[src/hpc_pkg.sv]
// shared constants, states and carriers of the hot-plug slot register bank
package hpc_pkg;

    // command byte values that select a register
    localparam logic [7:0] CMD_SLOT_B_CTRL  = 8'h03;
    localparam logic [7:0] CMD_SLOT_A_STAT  = 8'h04;

    // power-up values
    localparam logic [7:0] SLOT_B_CTRL_RST  = 8'h00;
    localparam logic [7:0] SLOT_A_STAT_RST  = 8'h00;
    localparam logic [7:0] CMD_PTR_RST      = 8'h00;

    // upper four bits of the 7-bit bus address, straps fill the rest
    localparam logic [3:0] SMB_ADDR_HIGH    = 4'h8;

    // slot_b_power_control field positions
    localparam int B_AUX_EN_BIT     = 0;
    localparam int B_MAIN_EN_BIT    = 1;
    localparam int B_FORCE_GATE_BIT = 2;
    localparam int B_MAIN_GOOD_BIT  = 6;
    localparam int B_AUX_GOOD_BIT   = 7;

    // slot_a_power_status field positions
    localparam int A_3V3_OC_BIT     = 0;
    localparam int A_12V_OC_BIT     = 2;
    localparam int A_AUX_OC_BIT     = 4;
    localparam int A_AUX_STATE_BIT  = 5;
    localparam int A_MAIN_STATE_BIT = 6;
    localparam int A_FAULT_BIT      = 7;

    // overcurrent flags: index 0 = 3.3V, 1 = +12V, 2 = aux
    localparam int NUM_OC           = 3;
    localparam int OC_3V3           = 0;
    localparam int OC_12V           = 1;
    localparam int OC_AUX           = 2;

    localparam logic [2:0] BIT_LAST = 3'h7;

    typedef enum logic [2:0] {
        SMB_IDLE      = 3'b000,
        SMB_ADDR      = 3'b001,
        SMB_CMD       = 3'b010,
        SMB_WDATA     = 3'b011,
        SMB_ACK_SETUP = 3'b100,
        SMB_ACK       = 3'b101,
        SMB_RDATA     = 3'b110,
        SMB_MACK      = 3'b111
    } hpc_smb_state_e;

    typedef struct packed {
        logic aux_good;     // aux output above lockout threshold
        logic main_good;    // all main outputs above lockout threshold
        logic force_on_n;   // force-on pin, active low
    } hpc_slot_b_in_s;

    typedef struct packed {
        logic       main_state;     // main outputs actually on
        logic       aux_state;      // aux output actually on
        logic       main_on_in;     // main-on input pin
        logic       aux_enable_in;  // aux-enable input pin
        logic       smi_ctrl;       // power paths run from the management interface
        logic [2:0] trip;           // breaker trip per supply
    } hpc_slot_a_in_s;

    typedef struct packed {
        logic force_gate;   // 1 = ignore force-on pin
        logic main_enable;
        logic aux_enable;
    } hpc_slot_b_ctrl_s;

endpackage

[src/hpc_slot_regs.sv]
// bus slave, slot B control register and slot A status register
`timescale 1ns/100ps
module hpc_slot_regs
    import hpc_pkg::*;
(
    input  wire logic           core_clk,            // 10 MHz clock
    input  wire logic           rst_b,               // async reset, active low
    input  wire logic           smb_scl,             // bus clock
    input  wire logic           smb_sda_in,          // bus data level
    output logic                smb_sda_out,         // bus data drive value
    output logic                smb_sda_oe,          // bus data pulled low
    output logic                alert_n_out,         // interrupt drive value
    output logic                alert_n_oe,          // interrupt pulled low
    input  wire logic           addr_strap_2,        // address strap bit 2
    input  wire logic           addr_strap_1,        // address strap bit 1
    input  wire logic           addr_strap_0,        // address strap bit 0
    input  wire hpc_slot_b_in_s slot_b_in,           // slot B sense inputs
    input  wire hpc_slot_a_in_s slot_a_in,           // slot A sense inputs
    output logic                slot_b_aux_enable,   // slot B aux switch
    output logic                slot_b_main_enable,  // slot B main switch
    output logic                slot_b_power_good_n_out, // power-good drive value
    output logic                slot_b_power_good_n_oe,  // power-good pulled low
    output logic                slot_a_fault_n_out,  // fault drive value
    output logic                slot_a_fault_n_oe    // fault pulled low
);

    // reset release
    logic rst_meta_b;
    logic rst_sync_b;
    always_ff @(posedge core_clk or negedge rst_b) begin
        if (!rst_b) begin
            rst_meta_b <= 1'b0;
            rst_sync_b <= 1'b0;
        end else begin
            rst_meta_b <= 1'b1;
            rst_sync_b <= rst_meta_b;
        end
    end

    // strap capture, once after reset release
    logic       strap_done;
    logic [2:0] dev_addr_low;
    logic       next_strap_done;
    logic [2:0] next_dev_addr_low;
    always_comb begin
        next_strap_done   = 1'b1;
        next_dev_addr_low = dev_addr_low;
        if (!strap_done) begin
            next_dev_addr_low = {addr_strap_2, addr_strap_1, addr_strap_0};
        end
    end

    always_ff @(posedge core_clk or negedge rst_sync_b) begin
        if (!rst_sync_b) begin
            strap_done   <= 1'b0;
            dev_addr_low <= 3'h0;
        end else begin
            strap_done   <= next_strap_done;
            dev_addr_low <= next_dev_addr_low;
        end
    end

    // bus line sampling; pins are synchronous, so one stage plus history
    logic scl_q;
    logic sda_q;
    logic scl_d;
    logic sda_d;
    always_ff @(posedge core_clk or negedge rst_sync_b) begin
        if (!rst_sync_b) begin
            scl_q <= 1'b1;
            sda_q <= 1'b1;
            scl_d <= 1'b1;
            sda_d <= 1'b1;
        end else begin
            scl_q <= smb_scl;
            sda_q <= smb_sda_in;
            scl_d <= scl_q;
            sda_d <= sda_q;
        end
    end

    logic scl_rise;
    logic scl_fall;
    logic bus_start;
    logic bus_stop;
    assign scl_rise  = scl_q & ~scl_d;
    assign scl_fall  = ~scl_q & scl_d;
    assign bus_start = scl_q & scl_d & sda_d & ~sda_q;
    assign bus_stop  = scl_q & scl_d & ~sda_d & sda_q;
    // register state
    hpc_slot_b_ctrl_s   ctrl_b;
    hpc_slot_b_ctrl_s   next_ctrl_b;
    logic [NUM_OC-1:0]  oc_flag;
    logic [NUM_OC-1:0]  oc_clr;
    logic               main_pend;
    logic               aux_pend;
    logic               next_main_pend;
    logic               next_aux_pend;
    logic               fault_active;
    logic [7:0]         ctrl_b_rd;
    logic [7:0]         stat_a_rd;
    logic [7:0]         rd_data;
    // bus engine state
    hpc_smb_state_e state;
    hpc_smb_state_e next_state;
    hpc_smb_state_e ack_next;
    hpc_smb_state_e next_ack_next;
    logic [7:0]     shreg;
    logic [7:0]     next_shreg;
    logic [2:0]     bitcnt;
    logic [2:0]     next_bitcnt;
    logic           ack_en;
    logic           next_ack_en;
    logic [7:0]     cmd_ptr;
    logic [7:0]     next_cmd_ptr;
    logic           sda_oe_q;
    logic           next_sda_oe;
    logic           wr_en;
    logic [7:0]     wr_data;
    logic [7:0]     rx_byte;
    assign rx_byte = {shreg[6:0], sda_q};
    always_comb begin
        next_state    = state;
        next_ack_next = ack_next;
        next_shreg    = shreg;
        next_bitcnt   = bitcnt;
        next_ack_en   = ack_en;
        next_cmd_ptr  = cmd_ptr;
        wr_en         = 1'b0;
        wr_data       = rx_byte;
        unique case (state)
            SMB_IDLE: begin
            end
            SMB_ADDR, SMB_CMD, SMB_WDATA: begin
                if (scl_rise) begin
                    next_shreg  = rx_byte;
                    next_bitcnt = bitcnt + 3'h1;
                    if (bitcnt == BIT_LAST) begin
                        next_state  = SMB_ACK_SETUP;
                        next_ack_en = 1'b1;
                        if (state == SMB_ADDR) begin
                            if (rx_byte[7:1] != {SMB_ADDR_HIGH, dev_addr_low}) begin
                                next_state = SMB_IDLE;
                            end
                            next_ack_next = rx_byte[0] ? SMB_RDATA : SMB_CMD;
                        end else if (state == SMB_CMD) begin
                            next_cmd_ptr  = rx_byte;
                            next_ack_next = SMB_WDATA;
                        end else begin
                            wr_en         = 1'b1;
                            next_ack_next = SMB_WDATA;
                        end
                    end
                end
            end
            SMB_ACK_SETUP: begin
                // wait for clock low so driving data cannot fake a start or stop
                if (scl_fall) begin
                    next_state = SMB_ACK;
                end
            end
            SMB_ACK: begin
                if (scl_fall) begin
                    next_state  = ack_next;
                    next_bitcnt = 3'h0;
                    if (ack_next == SMB_RDATA) begin
                        next_shreg = rd_data;
                    end
                end
            end
            SMB_RDATA: begin
                if (scl_fall) begin
                    if (bitcnt == BIT_LAST) begin
                        next_state = SMB_MACK;
                    end else begin
                        next_shreg  = {shreg[6:0], 1'b0};
                        next_bitcnt = bitcnt + 3'h1;
                    end
                end
            end
            SMB_MACK: begin
                // a not-acknowledge ends the read; an acknowledge resends
                if (scl_rise && sda_q) begin
                    next_state = SMB_IDLE;
                end else if (scl_fall) begin
                    next_state  = SMB_RDATA;
                    next_shreg  = rd_data;
                    next_bitcnt = 3'h0;
                end
            end
        endcase
        if (bus_start) begin
            next_state  = SMB_ADDR;
            next_bitcnt = 3'h0;
        end else if (bus_stop) begin
            next_state = SMB_IDLE;
        end
        next_sda_oe = ((next_state == SMB_ACK) && next_ack_en) ||
                      ((next_state == SMB_RDATA) && !next_shreg[7]);
    end
    always_ff @(posedge core_clk or negedge rst_sync_b) begin
        if (!rst_sync_b) begin
            state    <= SMB_IDLE;
            ack_next <= SMB_IDLE;
            shreg    <= 8'h00;
            bitcnt   <= 3'h0;
            ack_en   <= 1'b0;
            cmd_ptr  <= CMD_PTR_RST;
            sda_oe_q <= 1'b0;
        end else begin
            state    <= next_state;
            ack_next <= next_ack_next;
            shreg    <= next_shreg;
            bitcnt   <= next_bitcnt;
            ack_en   <= next_ack_en;
            cmd_ptr  <= next_cmd_ptr;
            sda_oe_q <= next_sda_oe;
        end
    end

    assign smb_sda_out = 1'b0;
    assign smb_sda_oe  = sda_oe_q;
    // slot B control register
    always_comb begin
        next_ctrl_b = ctrl_b;
        if (wr_en && (cmd_ptr == CMD_SLOT_B_CTRL)) begin
            next_ctrl_b.aux_enable  = wr_data[B_AUX_EN_BIT];
            next_ctrl_b.main_enable = wr_data[B_MAIN_EN_BIT];
            next_ctrl_b.force_gate  = wr_data[B_FORCE_GATE_BIT];
        end
    end

    always_ff @(posedge core_clk or negedge rst_sync_b) begin
        if (!rst_sync_b) begin
            ctrl_b <= SLOT_B_CTRL_RST[2:0];
        end else begin
            ctrl_b <= next_ctrl_b;
        end
    end

    assign slot_b_aux_enable  = ctrl_b.aux_enable;
    assign slot_b_main_enable = ctrl_b.main_enable;
    // pin pulled low means power good; released is the not-good state
    logic slot_b_good;
    logic force_hit;
    always_comb begin
        force_hit   = ~slot_b_in.force_on_n & ~ctrl_b.force_gate;
        slot_b_good = slot_b_in.aux_good & slot_b_in.main_good & ~force_hit;
    end

    assign slot_b_power_good_n_out = 1'b0;
    assign slot_b_power_good_n_oe  = slot_b_good;

    // overcurrent flags and their write-one clears
    logic [7:0] oc_pos [NUM_OC];
    assign oc_pos[OC_3V3] = 8'(A_3V3_OC_BIT);
    assign oc_pos[OC_12V] = 8'(A_12V_OC_BIT);
    assign oc_pos[OC_AUX] = 8'(A_AUX_OC_BIT);
    genvar gi;
    generate
        for (gi = 0; gi < NUM_OC; gi++) begin : g_oc
            assign oc_clr[gi] = wr_en && (cmd_ptr == CMD_SLOT_A_STAT) &&
                                wr_data[oc_pos[gi][2:0]];
            hpc_sticky_flag u_flag (
                .core_clk   (core_clk),
                .rst_sync_b (rst_sync_b),
                .set        (slot_a_in.trip[gi]),
                .clr        (oc_clr[gi]),
                .q          (oc_flag[gi])
            );
        end
    endgenerate
    // fault latch: bus traffic never touches it, only trips and input pins
    always_comb begin
        next_main_pend = slot_a_in.trip[OC_3V3] | slot_a_in.trip[OC_12V] |
                         (main_pend & slot_a_in.main_on_in);
        next_aux_pend  = slot_a_in.trip[OC_AUX] | (aux_pend & slot_a_in.aux_enable_in);
        fault_active   = (main_pend | aux_pend) & ~slot_a_in.smi_ctrl;
    end

    always_ff @(posedge core_clk or negedge rst_sync_b) begin
        if (!rst_sync_b) begin
            main_pend <= 1'b0;
            aux_pend  <= 1'b0;
        end else begin
            main_pend <= next_main_pend;
            aux_pend  <= next_aux_pend;
        end
    end

    assign slot_a_fault_n_out = 1'b0;
    assign slot_a_fault_n_oe  = fault_active;
    // interrupt held low while any overcurrent flag stands
    assign alert_n_out = 1'b0;
    assign alert_n_oe  = |oc_flag;
    // read views; reserved bits read zero
    always_comb begin
        ctrl_b_rd                   = 8'h00;
        ctrl_b_rd[B_AUX_EN_BIT]     = ctrl_b.aux_enable;
        ctrl_b_rd[B_MAIN_EN_BIT]    = ctrl_b.main_enable;
        ctrl_b_rd[B_FORCE_GATE_BIT] = ctrl_b.force_gate;
        ctrl_b_rd[B_MAIN_GOOD_BIT]  = slot_b_in.main_good;
        ctrl_b_rd[B_AUX_GOOD_BIT]   = slot_b_in.aux_good;
        stat_a_rd                   = SLOT_A_STAT_RST;
        stat_a_rd[A_3V3_OC_BIT]     = oc_flag[OC_3V3];
        stat_a_rd[A_12V_OC_BIT]     = oc_flag[OC_12V];
        stat_a_rd[A_AUX_OC_BIT]     = oc_flag[OC_AUX];
        stat_a_rd[A_AUX_STATE_BIT]  = slot_a_in.aux_state;
        stat_a_rd[A_MAIN_STATE_BIT] = slot_a_in.main_state;
        stat_a_rd[A_FAULT_BIT]      = fault_active;
        unique case (cmd_ptr)
            CMD_SLOT_B_CTRL: rd_data = ctrl_b_rd;
            CMD_SLOT_A_STAT: rd_data = stat_a_rd;
            default:         rd_data = 8'h00;
        endcase
    end

endmodule // hpc_slot_regs

[src/hpc_sticky_flag.sv]
// one sticky overcurrent flag, set by a trip and cleared by software
`timescale 1ns/100ps
module hpc_sticky_flag
    import hpc_pkg::*;
(
    input  wire logic core_clk,     // system clock
    input  wire logic rst_sync_b,   // synchronised reset, active low
    input  wire logic set,          // breaker trip
    input  wire logic clr,          // write-one-to-clear
    output logic      q             // flag value
);

    logic next_q;

    always_comb begin
        next_q = set | (q & ~clr);
    end

    always_ff @(posedge core_clk or negedge rst_sync_b) begin
        if (!rst_sync_b) begin
            q <= 1'b0;
        end else begin
            q <= next_q;
        end
    end

endmodule // hpc_sticky_flag
[config.mk]
export PLATFORM = sky130hd
export DESIGN_NAME = hpc_slot_regs
export DESIGN_NICKNAME = d
export VERILOG_FILES = /design/src/hpc_pkg.sv /design/src/hpc_slot_regs.sv /design/src/hpc_sticky_flag.sv
export SDC_FILE = /design/constraint.sdc
export NUM_CORES = 1
export LEC_CHECK = 0
export BUFFER_PORTS_ARGS = -buffer_cell sky130_fd_sc_hd__buf_4
export CELL_PAD_IN_SITES_DETAIL_PLACEMENT = 1
export CELL_PAD_IN_SITES_GLOBAL_PLACEMENT = 1
export CORE_ASPECT_RATIO = 1.75
export CORE_MARGIN = 5
export CORE_UTILIZATION = 41
export CTS_CLUSTER_SIZE = 24
export DETAILED_ROUTE_END_ITERATION = 6
export GPL_TIMING_DRIVEN = 0
export PLACE_DENSITY = 0.79
export SLEW_MARGIN = 15
export SYNTH_ARGS = -nofsm -noshare
export SYNTH_HDL_FRONTEND = slang
export SYNTH_SLANG_ARGS = --single-unit
export TNS_END_PERCENT = 10
[constraint.sdc]
create_clock -name core_clk -period 1.3 [get_ports core_clk]
set_input_delay 0.26 -clock core_clk [delete_from_list [all_inputs] [get_ports core_clk]]
set_output_delay 0.26 -clock core_clk [all_outputs]
set_load 0.01 [all_outputs]
==> impl_metrics.json <==
{
  "rsz0062_at_grt": "true",
  "syn_inst": 200,
  "cts_max_level": 2,
  "core_um2": 5255,
  "clock_path_buffers": 2,
  "synth_warnings": 0,
  "worstMarginPinSlew_ns": 0.4998,
  "drive_above_1_share_pct": 41.80,
  "fill_cells": 597,
  "synthFlopType": "dfrtp_1",
  "utilization_pct": 53.21,
  "synth_edf_count": 0,
  "slew_headroom_pct": 66.38,
  "post_dp_cell_area_um2": 2524,
  "overflow": 0,
  "synth.cell_area_um2": 2213,
  "grt_max_degree": 34,
  "synth_top_family_by_area": "simple AND/OR/NAND/NOR gates",
  "tns_ns": -16.06,
  "timing.fmax_mhz": 482.5,
  "whs_ns": 0.07208,
  "start_kind": "flip-flop",
  "async_reset_ff_share_pct": 100.0,
  "crit_fanout": 4,
  "synth_top_area_share_pct": 46.35,
  "hold_class": "in -> reg",
  "yosysUniqueCellTypes": 56,
  "synth.avg_cell_area_um2": 11.07,
  "p_leak_nw": 1.273,
  "clk_latency_ns": 0.30,
  "synth_mux_area_share_pct": 8.084,
  "rows": 35,
  "dp_cells": 283,
  "drt_iter0_drc": 55,
  "final_antenna_net_count": 0,
  "fin_cells": 299,
  "die_w_um": 65.54,
  "hpwl_um": 4028,
  "min_period_over_period_pct": 159.4,
  "setup_slack_ns": -0.7726,
  "yosys.area_share.simple_pct": 16.90,
  "grt_pass1_vias": 1884,
  "dieArea_um2": 7026,
  "synth_compound_area_share_pct": 15.94,
  "synth_area_leader_cell": "dfrtp_1",
  "critPathRequiredTime_ns": 1.52,
  "synth_area_leaders": "dfrtp_1 46%, mux2_2 7.6%, dfstp_2 4.7%",
  "area_delta_synth_final_pct": 26.34,
  "slew_violations": 0,
  "nNetsFinal": 263,
  "drcViolationCount": 0,
  "clock-sinks": 45,
  "clock_skew_ns": 0.01197,
  "cts_buffers": 5,
  "fin_crit_ns": 2.073,
  "synth_xor_area_share_pct": 1.583,
  "cts_root_buf": "clkbuf_8",
  "synthAdderAreaFrac_pct": 1.131,
  "hold_violations": 0,
  "final_cell_mix": "40 x dfrtp_1, 30 x buf_4, 24 x nand2_1, 15 x mux2_2, 10 x buf_6",
  "yosysSeqAreaShare_pct": 51.10,
  "outcome": "finished, violations left",
  "grt_usage_pct": 17.69,
  "power.total_mw": 3.165,
  "worstSetupPathType": "reg -> reg",
  "post-place-ws_ns": -0.8383,
  "violations": "negative setup slack",
  "endpoint_kind": "flip-flop",
  "cts_tree": "built",
  "arrival_ns": 2.29,
  "num_vias": 1714,
  "initial_core_util_pct": 42.12,
  "gp_congestion": 0.8074,
  "max-cap-violations": 0,
  "grt_pass1_wl_um": 9397,
  "diodes": 0,
  "synth_seq_cells": 45,
  "ios": 28,
  "via_per_inst": 5.732,
  "final_common_cell": "dfrtp_1",
  "port-buffer-count": 23,
  "dr.pass1.iters": 4,
  "ir_drop_mv": 0.8137,
  "powerDensity_nw_per_um2": 1132,
  "antenna_found_initial": 0,
  "setup_viol": 35,
  "finalInstanceArea_um2": 2796,
  "routed_wirelength_um": 5561,
  "clkTransAtPathRegs_ns": 0.08,
  "wire_per_inst_um": 18.60,
  "die_y_um": 107.2
}
## cell type report
type                    count  area [um^2]  share of cell area [%]
repair buffers             32        277.8                   9.933
multi-input cells         142         1107                   39.60
flip-flops and latches     45         1132                   40.49
clock buffers               6        72.57                   2.595
clock inverters             2        15.01                  0.5369
inverters                   4        15.01                  0.5369
well taps                  55        68.82                   2.461
plain buffers              13        107.6                   3.848
## worst max-delay path: stages (launching register included)
cell	delay (ns)
dfrtp_1	0.40
ha_2	0.20
ha_4	0.17
nor2b_1	0.14
a31o_2	0.21
a311o_1	0.35
a2111oi_2	0.24
mux2i_1	0.15
nor3_2	0.11
## power by group
| part | total (mW) | switching [mW] | internal, mW |
|---|---|---|---|
| combinational | 0.560 | 0.248 | 0.313 |
| sequential | 1.74 | 0.185 | 1.55 |
| clock | 0.867 | 0.488 | 0.379 |
## cell families after synthesis
kind of cell / Yosys count
flip-flops: 45
buffers and inverters: 17
XOR/XNOR: 4
other: 2
multiplexers: 16
AO/OA/AOI/OAI: 45
AND/OR/NAND/NOR: 69
adder cells (fa/ha/maj): 2
## synth_stat cells, drive strengths merged, types with 2 or more instances
master / count
o21ai: 3
nand3: 5
a31o: 2
nor4: 2
nor2b: 4
and3b: 3
dfstp: 4
ha: 2
a211o: 2
or3: 2
o22ai: 5
buf: 12
and2: 2
a21o: 5
dfrtp: 41
nor3: 3
a21oi: 3
nand3b: 3
nor2: 11
a22oi: 9
inv: 4
mux2: 15
o21a: 2
or2: 3
nand2: 25
a22o: 2
xnor2: 4
conb: 2
a32oi: 2
## metal layers
layer	vias up	share of wire, %	global-route usage (%)	routed length (um)
li1	794	-	-	-
met1	859	36	18.84	2013
met2	41	56	32.20	3124
met3	20	3.4	3.459	188
met4	0	4.2	8.754	236
met5	-	0	0	0
## state kept, by name, indices dropped and copies added, names as in the netlist, 3 cells and up
register	flops
cmd_ptr	8
shreg	8
ack_next	3
bitcnt	3
dev_addr_low	3
g_oc.u_flag.q	3
state	3
## timing repair
action	4_1_cts	5_1_grt
cloned	1	0
pin swaps	14	6
buffers inserted	5	1
hold buffers	1	0
resized for setup	26	6
endpoints found under the hold margin	2	0
setup endpoints to repair	36	36
## worst paths after layout
check,slack [ns],cells past startpoint,from,to
setup / recovery,-0.77,8,bitcnt[1],smb_sda_oe
hold / removal,0.07,1,smb_scl,scl_q
setup reg to reg,-0.77,8,bitcnt[1],smb_sda_oe
hold reg to reg,0.14,0,rst_sync_b,strap_done
max in group asynchronous,0.70,1,rst_sync_b,shreg[3]
min in group asynchronous,0.14,0,rst_sync_b,strap_done
(Power assumes the default switching activity.)
